===== src/common/lcm_pkg.sv =====
// constants, register map and response codes for the load, current and mains protection block
package lcm_pkg;

  // ---------------------------------------------------------------
  // clock and qualify-time base
  // ---------------------------------------------------------------
  localparam int unsigned CLK_PERIOD_NS = 10;
  localparam int unsigned QUALIFY_UNIT_S = 1;
  localparam int unsigned NS_PER_S = 1_000_000_000;
  localparam int unsigned CYCLES_PER_UNIT = (QUALIFY_UNIT_S * NS_PER_S) / CLK_PERIOD_NS;
  // current sensor secondary full scale, in milliamperes (the x/5 side)
  localparam int unsigned CT_SEC_SCALE_MA = 5000;

  // ---------------------------------------------------------------
  // response categories
  // ---------------------------------------------------------------
  typedef enum logic [2:0] {
    LCM_RESP_NONE = 3'h0,
    LCM_RESP_NOTIFY = 3'h1,
    LCM_RESP_WARN = 3'h2,
    LCM_RESP_ETRIP = 3'h3,
    LCM_RESP_SHUTDOWN = 3'h4
  } lcm_resp_t;

  // protection channel indices
  localparam int unsigned CH_OC = 0;
  localparam int unsigned CH_OL = 1;
  localparam int unsigned CH_UB = 2;
  localparam int unsigned CH_LL = 3;
  localparam int unsigned CH_PR = 4;

  // ---------------------------------------------------------------
  // register byte offsets
  // ---------------------------------------------------------------
  localparam logic [7:0] OFS_CT_CFG = 8'h00;
  localparam logic [7:0] OFS_OC_LIMIT = 8'h04;
  localparam logic [7:0] OFS_OL_LIMIT = 8'h08;
  localparam logic [7:0] OFS_UB_LIMIT = 8'h0c;
  localparam logic [7:0] OFS_LL_CFG = 8'h10;
  localparam logic [7:0] OFS_DLY_OC = 8'h14;
  localparam logic [7:0] OFS_DLY_OL = 8'h18;
  localparam logic [7:0] OFS_DLY_UB = 8'h1c;
  localparam logic [7:0] OFS_DLY_LL = 8'h20;
  localparam logic [7:0] OFS_RESP = 8'h24;
  localparam logic [7:0] OFS_MAINS_CFG = 8'h28;
  localparam logic [7:0] OFS_VT = 8'h2c;
  localparam logic [7:0] OFS_STATUS = 8'h30;
  localparam logic [7:0] OFS_V_SCALED = 8'h34;

  // ---------------------------------------------------------------
  // field positions
  // ---------------------------------------------------------------
  localparam int unsigned POS_CT_PLACE = 16;
  localparam int unsigned POS_LL_EN = 0;
  localparam int unsigned POS_LL_TRIP = 8;
  localparam int unsigned POS_LL_RET = 16;
  localparam int unsigned POS_RESP_PR = 16;
  localparam int unsigned POS_MON_EN = 0;
  localparam int unsigned POS_THREE_PH = 1;
  localparam int unsigned POS_REV_DET = 2;
  localparam int unsigned POS_PARTIAL = 3;
  localparam int unsigned POS_VT_EN = 4;
  localparam int unsigned POS_VT_SEC = 16;
  localparam int unsigned POS_ST_PR = 12;
  localparam int unsigned POS_ST_COND = 16;
  localparam int unsigned POS_ST_FAIL = 20;
  localparam int unsigned POS_ST_REV = 21;

  // ---------------------------------------------------------------
  // values after reset
  // ---------------------------------------------------------------
  localparam logic [12:0] RST_CT_RATIO = 13'h0096;
  localparam logic RST_CT_PLACE = 1'b0;
  localparam logic [13:0] RST_OC_LIMIT = 14'h0078;
  localparam logic [7:0] RST_OL_LIMIT = 8'h5a;
  localparam logic [7:0] RST_UB_LIMIT = 8'h05;
  localparam logic RST_LL_EN = 1'b0;
  localparam logic [6:0] RST_LL_TRIP = 7'h32;
  localparam logic [6:0] RST_LL_RET = 7'h33;
  localparam logic [11:0] RST_DLY = 12'h001;
  localparam logic RST_MON_EN = 1'b1;
  localparam logic RST_THREE_PH = 1'b1;
  localparam logic [14:0] RST_VT_PRI = 15'h0064;
  localparam logic [9:0] RST_VT_SEC = 10'h064;

endpackage


===== src/rtl/lcm_protect.sv =====
// load, current and mains protection monitor with register port
`timescale 1ns/1ps
`default_nettype none

module lcm_protect #(
  parameter int unsigned P_CYCLES_PER_UNIT = lcm_pkg::CYCLES_PER_UNIT
) (
  input wire logic i_clk_sys,
  input wire logic i_rst_b,
  input wire logic [7:0] i_addr,
  input wire logic [31:0] i_wdata,
  input wire logic i_wr,
  input wire logic i_rd,
  output logic [31:0] o_rdata,
  input wire logic [12:0] i_gen_cable_ma,
  input wire logic [12:0] i_load_cable_ma,
  input wire logic [7:0] i_load_pct,
  input wire logic [7:0] i_imbalance_pct,
  input wire logic [2:0] i_mains_phase_fail,
  input wire logic i_mains_order_ok,
  input wire logic [9:0] i_mains_v_sec,
  input wire logic [4:0] i_req_clear,
  output lcm_pkg::lcm_resp_t o_excess_amp_req,
  output lcm_pkg::lcm_resp_t o_excess_power_req,
  output lcm_pkg::lcm_resp_t o_phase_imbalance_req,
  output lcm_pkg::lcm_resp_t o_low_load_req,
  output logic o_phase_reversal_req,
  output logic o_phase_reversed,
  output logic o_mains_fail,
  output logic [24:0] o_grid_v_scaled
);
  import lcm_pkg::*;

  localparam int unsigned CNT_W = $clog2(P_CYCLES_PER_UNIT + 1);
  localparam logic [CNT_W-1:0] SUB_LAST = CNT_W'(P_CYCLES_PER_UNIT - 1);

  // -------------------------------------------------------------
  // state
  // -------------------------------------------------------------
  typedef struct packed {
    logic [12:0] current_sensor_turns_ratio;
    logic current_sensor_placement;
    logic [13:0] excess_amp_limit;
    logic [7:0] excess_power_limit;
    logic [7:0] phase_imbalance_limit;
    logic low_load_en;
    logic [6:0] low_load_trip;
    logic [6:0] low_load_return;
    logic [3:0][11:0] qualify_time;
    logic [3:0][2:0] response;
    logic phase_reversal_response;
    logic mains_mon_en;
    logic grid_phase_count_select;
    logic reversal_detect_en;
    logic partial_healthy_en;
    logic grid_voltage_transformer_enable;
    logic [14:0] grid_vt_primary_value;
    logic [9:0] grid_vt_secondary_value;
    logic [3:0][CNT_W-1:0] sub_cnt;
    logic [3:0][11:0] unit_cnt;
    logic [3:0][2:0] req;
    logic pr_req;
    logic reversed;
    logic mains_fail;
    logic [24:0] v_scaled;
    logic [31:0] rdata;
  } lcm_state_t;

  lcm_state_t st_reg;
  lcm_state_t st_next;
  logic [3:0] cond;
  logic [3:0] fire;
  logic [12:0] sel_ma;
  logic [27:0] amp_scaled;
  logic [27:0] amp_limit_scaled;
  logic phase_fail_any;
  logic ll_withdraw;

  // clamp a zero qualify time to one unit
  function automatic logic [11:0] eff_time(input logic [11:0] t);
    eff_time = (t == 12'h000) ? 12'h001 : t;
  endfunction

  // unknown response codes behave as none
  function automatic logic [2:0] resp_ok(input logic [2:0] r);
    resp_ok = (r > LCM_RESP_SHUTDOWN) ? LCM_RESP_NONE : r;
  endfunction

  // -------------------------------------------------------------
  // protection conditions
  // -------------------------------------------------------------
  // current compared on the secondary side: sec_ma*ratio > limit*5000
  always_comb
  begin
    sel_ma = st_reg.current_sensor_placement ? i_load_cable_ma : i_gen_cable_ma;
    amp_scaled = 28'(sel_ma) * 28'(st_reg.current_sensor_turns_ratio);
    amp_limit_scaled = 28'(st_reg.excess_amp_limit) * 28'(CT_SEC_SCALE_MA);
    cond[CH_OC] = amp_scaled > amp_limit_scaled;
    cond[CH_OL] = i_load_pct > st_reg.excess_power_limit;
    cond[CH_UB] = i_imbalance_pct > st_reg.phase_imbalance_limit;
    ll_withdraw = (st_reg.response[CH_LL] == LCM_RESP_WARN) &&
                  (i_load_pct > 8'(st_reg.low_load_return));
    cond[CH_LL] = st_reg.low_load_en && (i_load_pct < 8'(st_reg.low_load_trip)) && !ll_withdraw;
  end

  // failed-phase vote for the mains
  always_comb
  begin
    if (!st_reg.grid_phase_count_select)
    begin
      phase_fail_any = i_mains_phase_fail[0];
    end
    else if (st_reg.partial_healthy_en)
    begin
      phase_fail_any = &i_mains_phase_fail;
    end
    else
    begin
      phase_fail_any = |i_mains_phase_fail;
    end
  end

  // -------------------------------------------------------------
  // next state
  // -------------------------------------------------------------
  always_comb
  begin
    st_next = st_reg;
    fire = 4'h0;
    // register writes
    if (i_wr)
    begin
      case (i_addr)
        OFS_CT_CFG:
        begin
          st_next.current_sensor_turns_ratio = i_wdata[12:0];
          st_next.current_sensor_placement = i_wdata[POS_CT_PLACE];
        end
        OFS_OC_LIMIT: st_next.excess_amp_limit = i_wdata[13:0];
        OFS_OL_LIMIT: st_next.excess_power_limit = i_wdata[7:0];
        OFS_UB_LIMIT: st_next.phase_imbalance_limit = i_wdata[7:0];
        OFS_LL_CFG:
        begin
          st_next.low_load_en = i_wdata[POS_LL_EN];
          st_next.low_load_trip = i_wdata[POS_LL_TRIP +: 7];
          st_next.low_load_return = i_wdata[POS_LL_RET +: 7];
        end
        OFS_DLY_OC: st_next.qualify_time[CH_OC] = i_wdata[11:0];
        OFS_DLY_OL: st_next.qualify_time[CH_OL] = i_wdata[11:0];
        OFS_DLY_UB: st_next.qualify_time[CH_UB] = i_wdata[11:0];
        OFS_DLY_LL: st_next.qualify_time[CH_LL] = i_wdata[11:0];
        OFS_RESP:
        begin
          // one 3-bit code per channel, on 4-bit boundaries
          st_next.response[CH_OC] = i_wdata[2:0];
          st_next.response[CH_OL] = i_wdata[6:4];
          st_next.response[CH_UB] = i_wdata[10:8];
          st_next.response[CH_LL] = i_wdata[14:12];
          st_next.phase_reversal_response = i_wdata[POS_RESP_PR];
        end
        OFS_MAINS_CFG:
        begin
          st_next.mains_mon_en = i_wdata[POS_MON_EN];
          st_next.grid_phase_count_select = i_wdata[POS_THREE_PH];
          st_next.reversal_detect_en = i_wdata[POS_REV_DET];
          st_next.partial_healthy_en = i_wdata[POS_PARTIAL];
          st_next.grid_voltage_transformer_enable = i_wdata[POS_VT_EN];
        end
        OFS_VT:
        begin
          st_next.grid_vt_primary_value = i_wdata[14:0];
          st_next.grid_vt_secondary_value = i_wdata[POS_VT_SEC +: 10];
        end
        default: st_next.rdata = st_reg.rdata; // read-only or unmapped: ignored
      endcase
    end
    // qualify timers: count whole units while the condition stays present
    for (int i = 0; i < 4; i++)
    begin
      if (!cond[i])
      begin
        st_next.sub_cnt[i] = '0;
        st_next.unit_cnt[i] = 12'h000;
      end
      else if (st_reg.unit_cnt[i] < eff_time(st_reg.qualify_time[i]))
      begin
        if (st_reg.sub_cnt[i] == SUB_LAST)
        begin
          st_next.sub_cnt[i] = '0;
          st_next.unit_cnt[i] = st_reg.unit_cnt[i] + 12'h001;
          fire[i] = (st_reg.unit_cnt[i] + 12'h001) == eff_time(st_reg.qualify_time[i]);
        end
        else
        begin
          st_next.sub_cnt[i] = st_reg.sub_cnt[i] + CNT_W'(1);
        end
      end
      // held request: set wins over clear
      if (fire[i] && (resp_ok(st_reg.response[i]) != LCM_RESP_NONE))
      begin
        st_next.req[i] = resp_ok(st_reg.response[i]);
      end
      else if (i_req_clear[i] || ((i == CH_LL) && ll_withdraw))
      begin
        st_next.req[i] = LCM_RESP_NONE;
      end
    end
    // mains supervision
    st_next.reversed = st_reg.reversal_detect_en && st_reg.grid_phase_count_select && !i_mains_order_ok;
    if (st_next.reversed && !st_reg.reversed && st_reg.phase_reversal_response)
    begin
      st_next.pr_req = 1'b1;
    end
    else if (i_req_clear[CH_PR])
    begin
      st_next.pr_req = 1'b0;
    end
    st_next.mains_fail = st_reg.mains_mon_en && phase_fail_any;
    // voltage scaling by the transformer ratio
    if (st_reg.grid_voltage_transformer_enable && (st_reg.grid_vt_secondary_value != 10'h000))
    begin
      st_next.v_scaled = 25'((25'(i_mains_v_sec) * 25'(st_reg.grid_vt_primary_value)) /
                             25'(st_reg.grid_vt_secondary_value));
    end
    else
    begin
      st_next.v_scaled = 25'(i_mains_v_sec);
    end
    // read data stands only in the cycle after the strobe
    st_next.rdata = 32'h0000_0000;
    if (i_rd)
    begin
      case (i_addr)
        OFS_CT_CFG: st_next.rdata = 32'(st_reg.current_sensor_turns_ratio) |
                                    (32'(st_reg.current_sensor_placement) << POS_CT_PLACE);
        OFS_OC_LIMIT: st_next.rdata = 32'(st_reg.excess_amp_limit);
        OFS_OL_LIMIT: st_next.rdata = 32'(st_reg.excess_power_limit);
        OFS_UB_LIMIT: st_next.rdata = 32'(st_reg.phase_imbalance_limit);
        OFS_LL_CFG: st_next.rdata = 32'(st_reg.low_load_en) |
                                    (32'(st_reg.low_load_trip) << POS_LL_TRIP) |
                                    (32'(st_reg.low_load_return) << POS_LL_RET);
        OFS_DLY_OC: st_next.rdata = 32'(st_reg.qualify_time[CH_OC]);
        OFS_DLY_OL: st_next.rdata = 32'(st_reg.qualify_time[CH_OL]);
        OFS_DLY_UB: st_next.rdata = 32'(st_reg.qualify_time[CH_UB]);
        OFS_DLY_LL: st_next.rdata = 32'(st_reg.qualify_time[CH_LL]);
        OFS_RESP: st_next.rdata = 32'({1'b0, st_reg.response[CH_LL], 1'b0, st_reg.response[CH_UB],
                                       1'b0, st_reg.response[CH_OL], 1'b0, st_reg.response[CH_OC]}) |
                                  (32'(st_reg.phase_reversal_response) << POS_RESP_PR);
        OFS_MAINS_CFG: st_next.rdata = 32'({st_reg.grid_voltage_transformer_enable, st_reg.partial_healthy_en,
                                            st_reg.reversal_detect_en, st_reg.grid_phase_count_select,
                                            st_reg.mains_mon_en});
        OFS_VT: st_next.rdata = 32'(st_reg.grid_vt_primary_value) |
                                (32'(st_reg.grid_vt_secondary_value) << POS_VT_SEC);
        OFS_STATUS: st_next.rdata = 32'(st_reg.req) | (32'(st_reg.pr_req) << POS_ST_PR) |
                                    (32'(cond) << POS_ST_COND) | (32'(st_reg.mains_fail) << POS_ST_FAIL) |
                                    (32'(st_reg.reversed) << POS_ST_REV);
        OFS_V_SCALED: st_next.rdata = 32'(st_reg.v_scaled);
        default: st_next.rdata = 32'h0000_0000;
      endcase
    end
  end

  // -------------------------------------------------------------
  // state register
  // -------------------------------------------------------------
  always_ff @(posedge i_clk_sys or negedge i_rst_b)
  begin
    if (!i_rst_b)
    begin
      st_reg <= '0;
      st_reg.current_sensor_turns_ratio <= RST_CT_RATIO;
      st_reg.current_sensor_placement <= RST_CT_PLACE;
      st_reg.excess_amp_limit <= RST_OC_LIMIT;
      st_reg.excess_power_limit <= RST_OL_LIMIT;
      st_reg.phase_imbalance_limit <= RST_UB_LIMIT;
      st_reg.low_load_en <= RST_LL_EN;
      st_reg.low_load_trip <= RST_LL_TRIP;
      st_reg.low_load_return <= RST_LL_RET;
      st_reg.qualify_time <= {4{RST_DLY}};
      st_reg.mains_mon_en <= RST_MON_EN;
      st_reg.grid_phase_count_select <= RST_THREE_PH;
      st_reg.grid_vt_primary_value <= RST_VT_PRI;
      st_reg.grid_vt_secondary_value <= RST_VT_SEC;
    end
    else
    begin
      st_reg <= st_next;
    end
  end

  // outputs straight from the state register
  assign o_rdata = st_reg.rdata;
  assign o_excess_amp_req = lcm_resp_t'(st_reg.req[CH_OC]);
  assign o_excess_power_req = lcm_resp_t'(st_reg.req[CH_OL]);
  assign o_phase_imbalance_req = lcm_resp_t'(st_reg.req[CH_UB]);
  assign o_low_load_req = lcm_resp_t'(st_reg.req[CH_LL]);
  assign o_phase_reversal_req = st_reg.pr_req;
  assign o_phase_reversed = st_reg.reversed;
  assign o_mains_fail = st_reg.mains_fail;
  assign o_grid_v_scaled = st_reg.v_scaled;
endmodule

`default_nettype wire


===== config.mk =====
export PLATFORM = sky130hd
export DESIGN_NAME = lcm_protect
export DESIGN_NICKNAME = d
export VERILOG_FILES = /design/src/common/lcm_pkg.sv /design/src/rtl/lcm_protect.sv
export SDC_FILE = /design/constraint.sdc
export NUM_CORES = 2
export LEC_CHECK = 0
export ABC_AREA = 1
export BUFFER_PORTS_ARGS = -buffer_cell sky130_fd_sc_hd__buf_2
export CORE_ASPECT_RATIO = 0.5
export CORE_MARGIN = 5
export CORE_UTILIZATION = 70
export CTS_CLUSTER_SIZE = 12
export DETAILED_ROUTE_END_ITERATION = 7
export GPL_TIMING_DRIVEN = 0
export MAX_ROUTING_LAYER = met4
export PLACE_DENSITY = 0.92
export SLEW_MARGIN = 20
export SYNTH_ARGS = -nofsm -noshare
export SYNTH_HDL_FRONTEND = slang
export SYNTH_SLANG_ARGS = --single-unit

===== constraint.sdc =====
create_clock -name i_clk_sys -period 115.4 [get_ports i_clk_sys]
set_clock_uncertainty 0.05 [all_clocks]
set_input_delay 34.62 -clock i_clk_sys [delete_from_list [all_inputs] [get_ports i_clk_sys]]
set_output_delay 34.62 -clock i_clk_sys [all_outputs]
set_load 0.01 [all_outputs]

# --- Word level (Yosys, flattened, before mapping) ---
# Index checks and enable logic that the tools add are counted.
classes:
  addsub: 8
  n_lt_le_gt_ge: 13
  eq_ne: 30
  reduce_logical: 50
  multipliers: 3
  n_mux: 60
  bitwise_logic: 9
  div_mod_pow: 1
op_table:
  columns: ["operator", "count"]
  rows:
  - ["$pmux 26 s14", 1]
  - ["$mux 27", 12]
  - ["$mux 12", 16]
  - ["$add 27x1->27 const B", 4]
  - ["$eq 27x27->1 const B", 4]
  - ["$add 12x1->12 const B", 4]
  - ["$eq 12x12->1", 4]
  - ["$eq 8x6->1 const B", 6]
  - ["$logic_not 12->1", 4]
  - ["$lt 12x12->1", 4]
  - ["$mux 3", 12]
  - ["$eq 8x5->1 const B", 4]
  - ["$reduce_and 2->1", 16]
  - ["$gt 26x27->1", 1]
  - ["$mul 13x13->26", 1]
  - ["$mux 26", 1]
  - ["$or 15x26->26", 1]
  - ["$div 25x10->25", 1]
  - ["$mul 10x15->25", 1]
  - ["$mux 25", 1]
  - ["$mul 14x10->24 const B", 1]
  - ["$or 15x23->23", 1]
  - ["$or 21x22->22", 1]
  - ["$or 20x21->21", 1]
  - ["other kinds (24)", 72]
totals:
  out_inout_bits: 72
  word_cells: 215
  ff_bits: 378
  in_bits: 105

# --- Longest topological paths before layout ---
logic_depth:
  word_depth: 9
  depth_mapped: 416

# --- Worst setup path before layout ---
# No wires, ideal clock.
synth_path:
  path_kind: "input to register"
  startpoint: "input i_mains_v_sec[3]"
  endpoint: "register st_reg, in the netlist o_grid_v_scaled[0]"
  cell_stages: 400
  setup_ps: 121
  required_ps: 115229
  path_buffers: 27
  arrival_time_ps: 88153
  path_slack_ps: 27076
  path_cell_list: "clkbuf_1 clkbuf_1 nand2_1 fa_1 inv_1 fa_1 inv_1 fa_1 inv_1 fa_1 inv_1 fa_1 inv_1 ha_1 nand2_1 inv_1 nand2_1 nand2_1 [364 not listed] nand4_1 nor2_2 nand3_2 inv_2 buf_2 o21ai_0 ha_1 nand2_1 nor2_1 a211oi_1 o21ai_0 nand3_1 a21oi_1 a211o_1 nand3_1 nand3_1 nor2_2 a21oi_2"
synth_rtl:
  columns: ["element", "line", "text"]
  rows:
  - ["start, declared", "lcm_protect.sv:21", "input wire logic [9:0] i_mains_v_sec,"]
  - ["end signal, assigned", "lcm_protect.sv:287", "st_reg <= st_next;"]
  - ["end, declared", "lcm_protect.sv:69", "lcm_state_t st_reg;"]

==> flow_metrics.tcl <==
set metrics [dict create \
    synth_enable_flop_cells 0 \
    worstSetupEndpointType "flop" \
    final_cell_count_no_fill 7667 \
    grt_antenna_before_repair 7 \
    layout.cells.most_common "nand2_1" \
    mapped_cell_area_um2 46400 \
    syn-instance-count 6539 \
    first_global_vias 45500 \
    core_region_area_um2 65300 \
    slew_of_the_pin_with_the_lowest_slew_margin_ns 1.15 \
    crit_family "compound AO/OA/AOI/OAI gates" \
    final-setup-viol-count 0 \
    cts.repair.resized 0 \
    num_io_pins 177 \
    portBuffers 153 \
    synth-async-reset-ratio_pct 100 \
    holdCritPathClass "flop to flop" \
    wirelength_met1_um 53100 \
    cts_tree "built" \
    die_y_extent_um 192 \
    detailed_route_wirelength_on_metal2_um 65500 \
    h-tree-depth 2 \
    finalCoreUtilization_pct 76.2 \
    cp_common_cell "nand2_1" \
    insertion_delay_of_the_later_clocked_pin_in_the_worst_skew_pair_ns 0.57 \
    number_of_flip_flops_in_the_largest_register 306 \
    clk_slew_on_worst_s_h_paths_ns 0.06 \
    synthFlopType "dfrtp_1" \
    synth.yosys.warnings 0 \
    layout.cells.most_common_list "nand2_1 (1506), inv_1 (1173), ha_1 (510)" \
    timing_max_transition_violations_final 0 \
    synth.area.top_cells "dfrtp_1 (18%), ha_1 (14%), nand2_1 (12%), fa_1 (11%), inv_1 (9.5%)" \
    worstSetupStartpointType "input pin" \
    clock_sinks 372 \
    dpl.cell_count 7586 \
    cts_buffer_depth 3 \
    syn_avg_cell_area_um2 7.10 \
    initial_util_pct 71.1 \
    post_cts_setup_driven_buffer_insertion_count 0 \
    yosysTopAreaCellShare_pct 18.3 \
    wire_per_inst_um 18.3 \
    post_cts_hold_buffer_count 0 \
    max_freq_mhz 9.90 \
    synth-adder-area-share_pct 24.6 \
    synth_xor_xnor_area_share_pct 5.13 \
    layout-area-overhead-vs-synth_pct 7.16 \
    worst-r2r-setup-slack_ns 48.37 \
    groute.usage.overall_pct 39.6 \
    placementRows 66 \
    overflow 0 \
    layout_worst_path_cycle_share_pct 87.5 \
    synthDistinctLibCells 76 \
    finalWirelength_um 140000 \
    synthMuxAreaShare_pct 0.0431 \
    timing.critical_path.fanout_max 10 \
    drt_iter0_markers 4240 \
    fin_crit_ns 100.98 \
    drive_gt1_share_pct 8.09 \
    num-nets-final 7611 \
    met3_wirelength_um 12200 \
    topmost_layer_with_routed_signal_wires "met4" \
    synth_top_family_by_area "simple AND/OR/NAND/NOR gates" \
    critical_path_required_ns 115.79 \
    postRouteAntennaNets 0 \
    yosys_register_bits 372 \
    worst-path-buf-inv 87 \
    detail_routed_via_count_per_cell 5.93 \
    timing.max_cap.violations 0 \
    drcViolationCount 0 \
    finalHoldViolCount 0 \
    route.vias.total 45500 \
    ys_seq_area_share_pct 20.1 \
    synth_simple_gate_area_share_pct 25.0 \
    die_area_um2 71900 \
    data_arrival_critical_path_ns 101.37 \
    master_of_the_slowest_instance_on_the_critical_path "a2111oi_1" \
    critPathKind "input pin to flop" \
    cp_slowest_stage_delay_ns 0.73 \
    rsz0062_at_grt "false" \
    compound_gate_portion_of_the_synthesized_area_pct 12.6 \
    die_width_um 374 \
    grt_start_max_net_pins 97 \
    drt-pass1-iter-count 7 \
    grt_pass1_wl_um 226000 \
    synth_top_cell_by_area "dfrtp_1" \
    setup_total_negative_slack_ns 0 \
    root_buffer "clkbuf_16" \
    outcome "finished, final reports clean" \
    dp.final_hpwl_um 111000 \
    max_slew_margin_vs_limit_pct 23.5 \
    total_clock_buffers_created_by_cts 40 \
    gpl_wtd_cong 1.03 \
]
-- final timing paths --
| path | startpoint | depth (start not counted) | endpoint |
|---|---|---|---|
| setup / recovery | i_mains_v_sec[3] | 397 | o_grid_v_scaled[0] |
| hold / removal | st_reg[340] | 2 | st_reg[340] |
| setup reg to reg | st_reg[243] | 396 | o_grid_v_scaled[0] |
| hold reg to reg | st_reg[340] | 2 | st_reg[340] |
| max in group asynchronous | i_rst_b | 4 | st_reg[72] |
| min in group asynchronous | i_rst_b | 1 | o_rdata[18] |
-- area by class of cell --
class | instances | area [µm²]
diodes | 8 | 20.0
plain buffers | 207 | 1160
clock buffers | 64 | 1140
clock inverters | 9 | 139
fillers | 4952 | 15600
inverters | 1230 | 4620
multi-input cells | 4735 | 31300
flip-flops and latches | 372 | 9350
well taps | 884 | 1110
repair buffers | 158 | 891
-- through the flow --
stage	hold slack (ns)	instance area, µm²	setup WS (ns)
after floorplan	0.403	46500	27.08
after global placement	0.416	48300	18.28
after detailed placement	0.423	48500	14.96
after CTS	0.437	49700	15.38
after global routing	0.452	49800	7.77
final	0.434	49800	14.42
-- worst reg2reg max path: cells and delay by family, from the launching register on --
kind / cells / cell delay [ns]
AND/OR/NAND/NOR: 157 / 18.91
flip-flops: 1 / 0.56
adder cells (fa/ha/maj): 31 / 11.18
AO/OA/AOI/OAI: 121 / 22.89
buffers and inverters: 86 / 13.01
XOR/XNOR: 1 / 0.29
-- layer usage --
metal,vias up,GRT usage [%]
met5,-,-
met4,0,23.1
met3,622,7.11
met2,2104,66.1
met1,21500,45.3
li1,21300,-
-- cell usage after synthesis (19+ instances only) --
cell      count
a21o_1       27
a21oi_1     277
a221oi_1     36
a31oi_1      19
buf_4        75
clkbuf_1    114
clkinv_1     20
dfrtp_1     339
dfstp_2      33
fa_1        252
ha_1        510
inv_1      1175
inv_2        35
nand2_1    1506
nand2_2      40
nand3_1     257
nand3_2      30
nand4_1      81
nor2_1      477
nor2_2       20
nor3_1      109
nor4_1       36
o21ai_0     413
o21ai_1      40
o21bai_1     31
o22ai_1      78
or2_2        44
xnor2_1      86
xor2_1      184
-- cells by family after synthesis --
| family | after synthesis |
|---|---|
| flip-flops | 372 |
| AO/OA/AOI/OAI | 1021 |
| AND/OR/NAND/NOR | 2673 |
| XOR/XNOR | 271 |
| buffers and inverters | 1437 |
| multiplexers | 2 |
| other | 1 |
| adder cells (fa/ha/maj) | 762 |
Power is left out: the tool's default activity adds up to more than one toggle a clock period on the data nets, which glitch-free logic cannot reach.
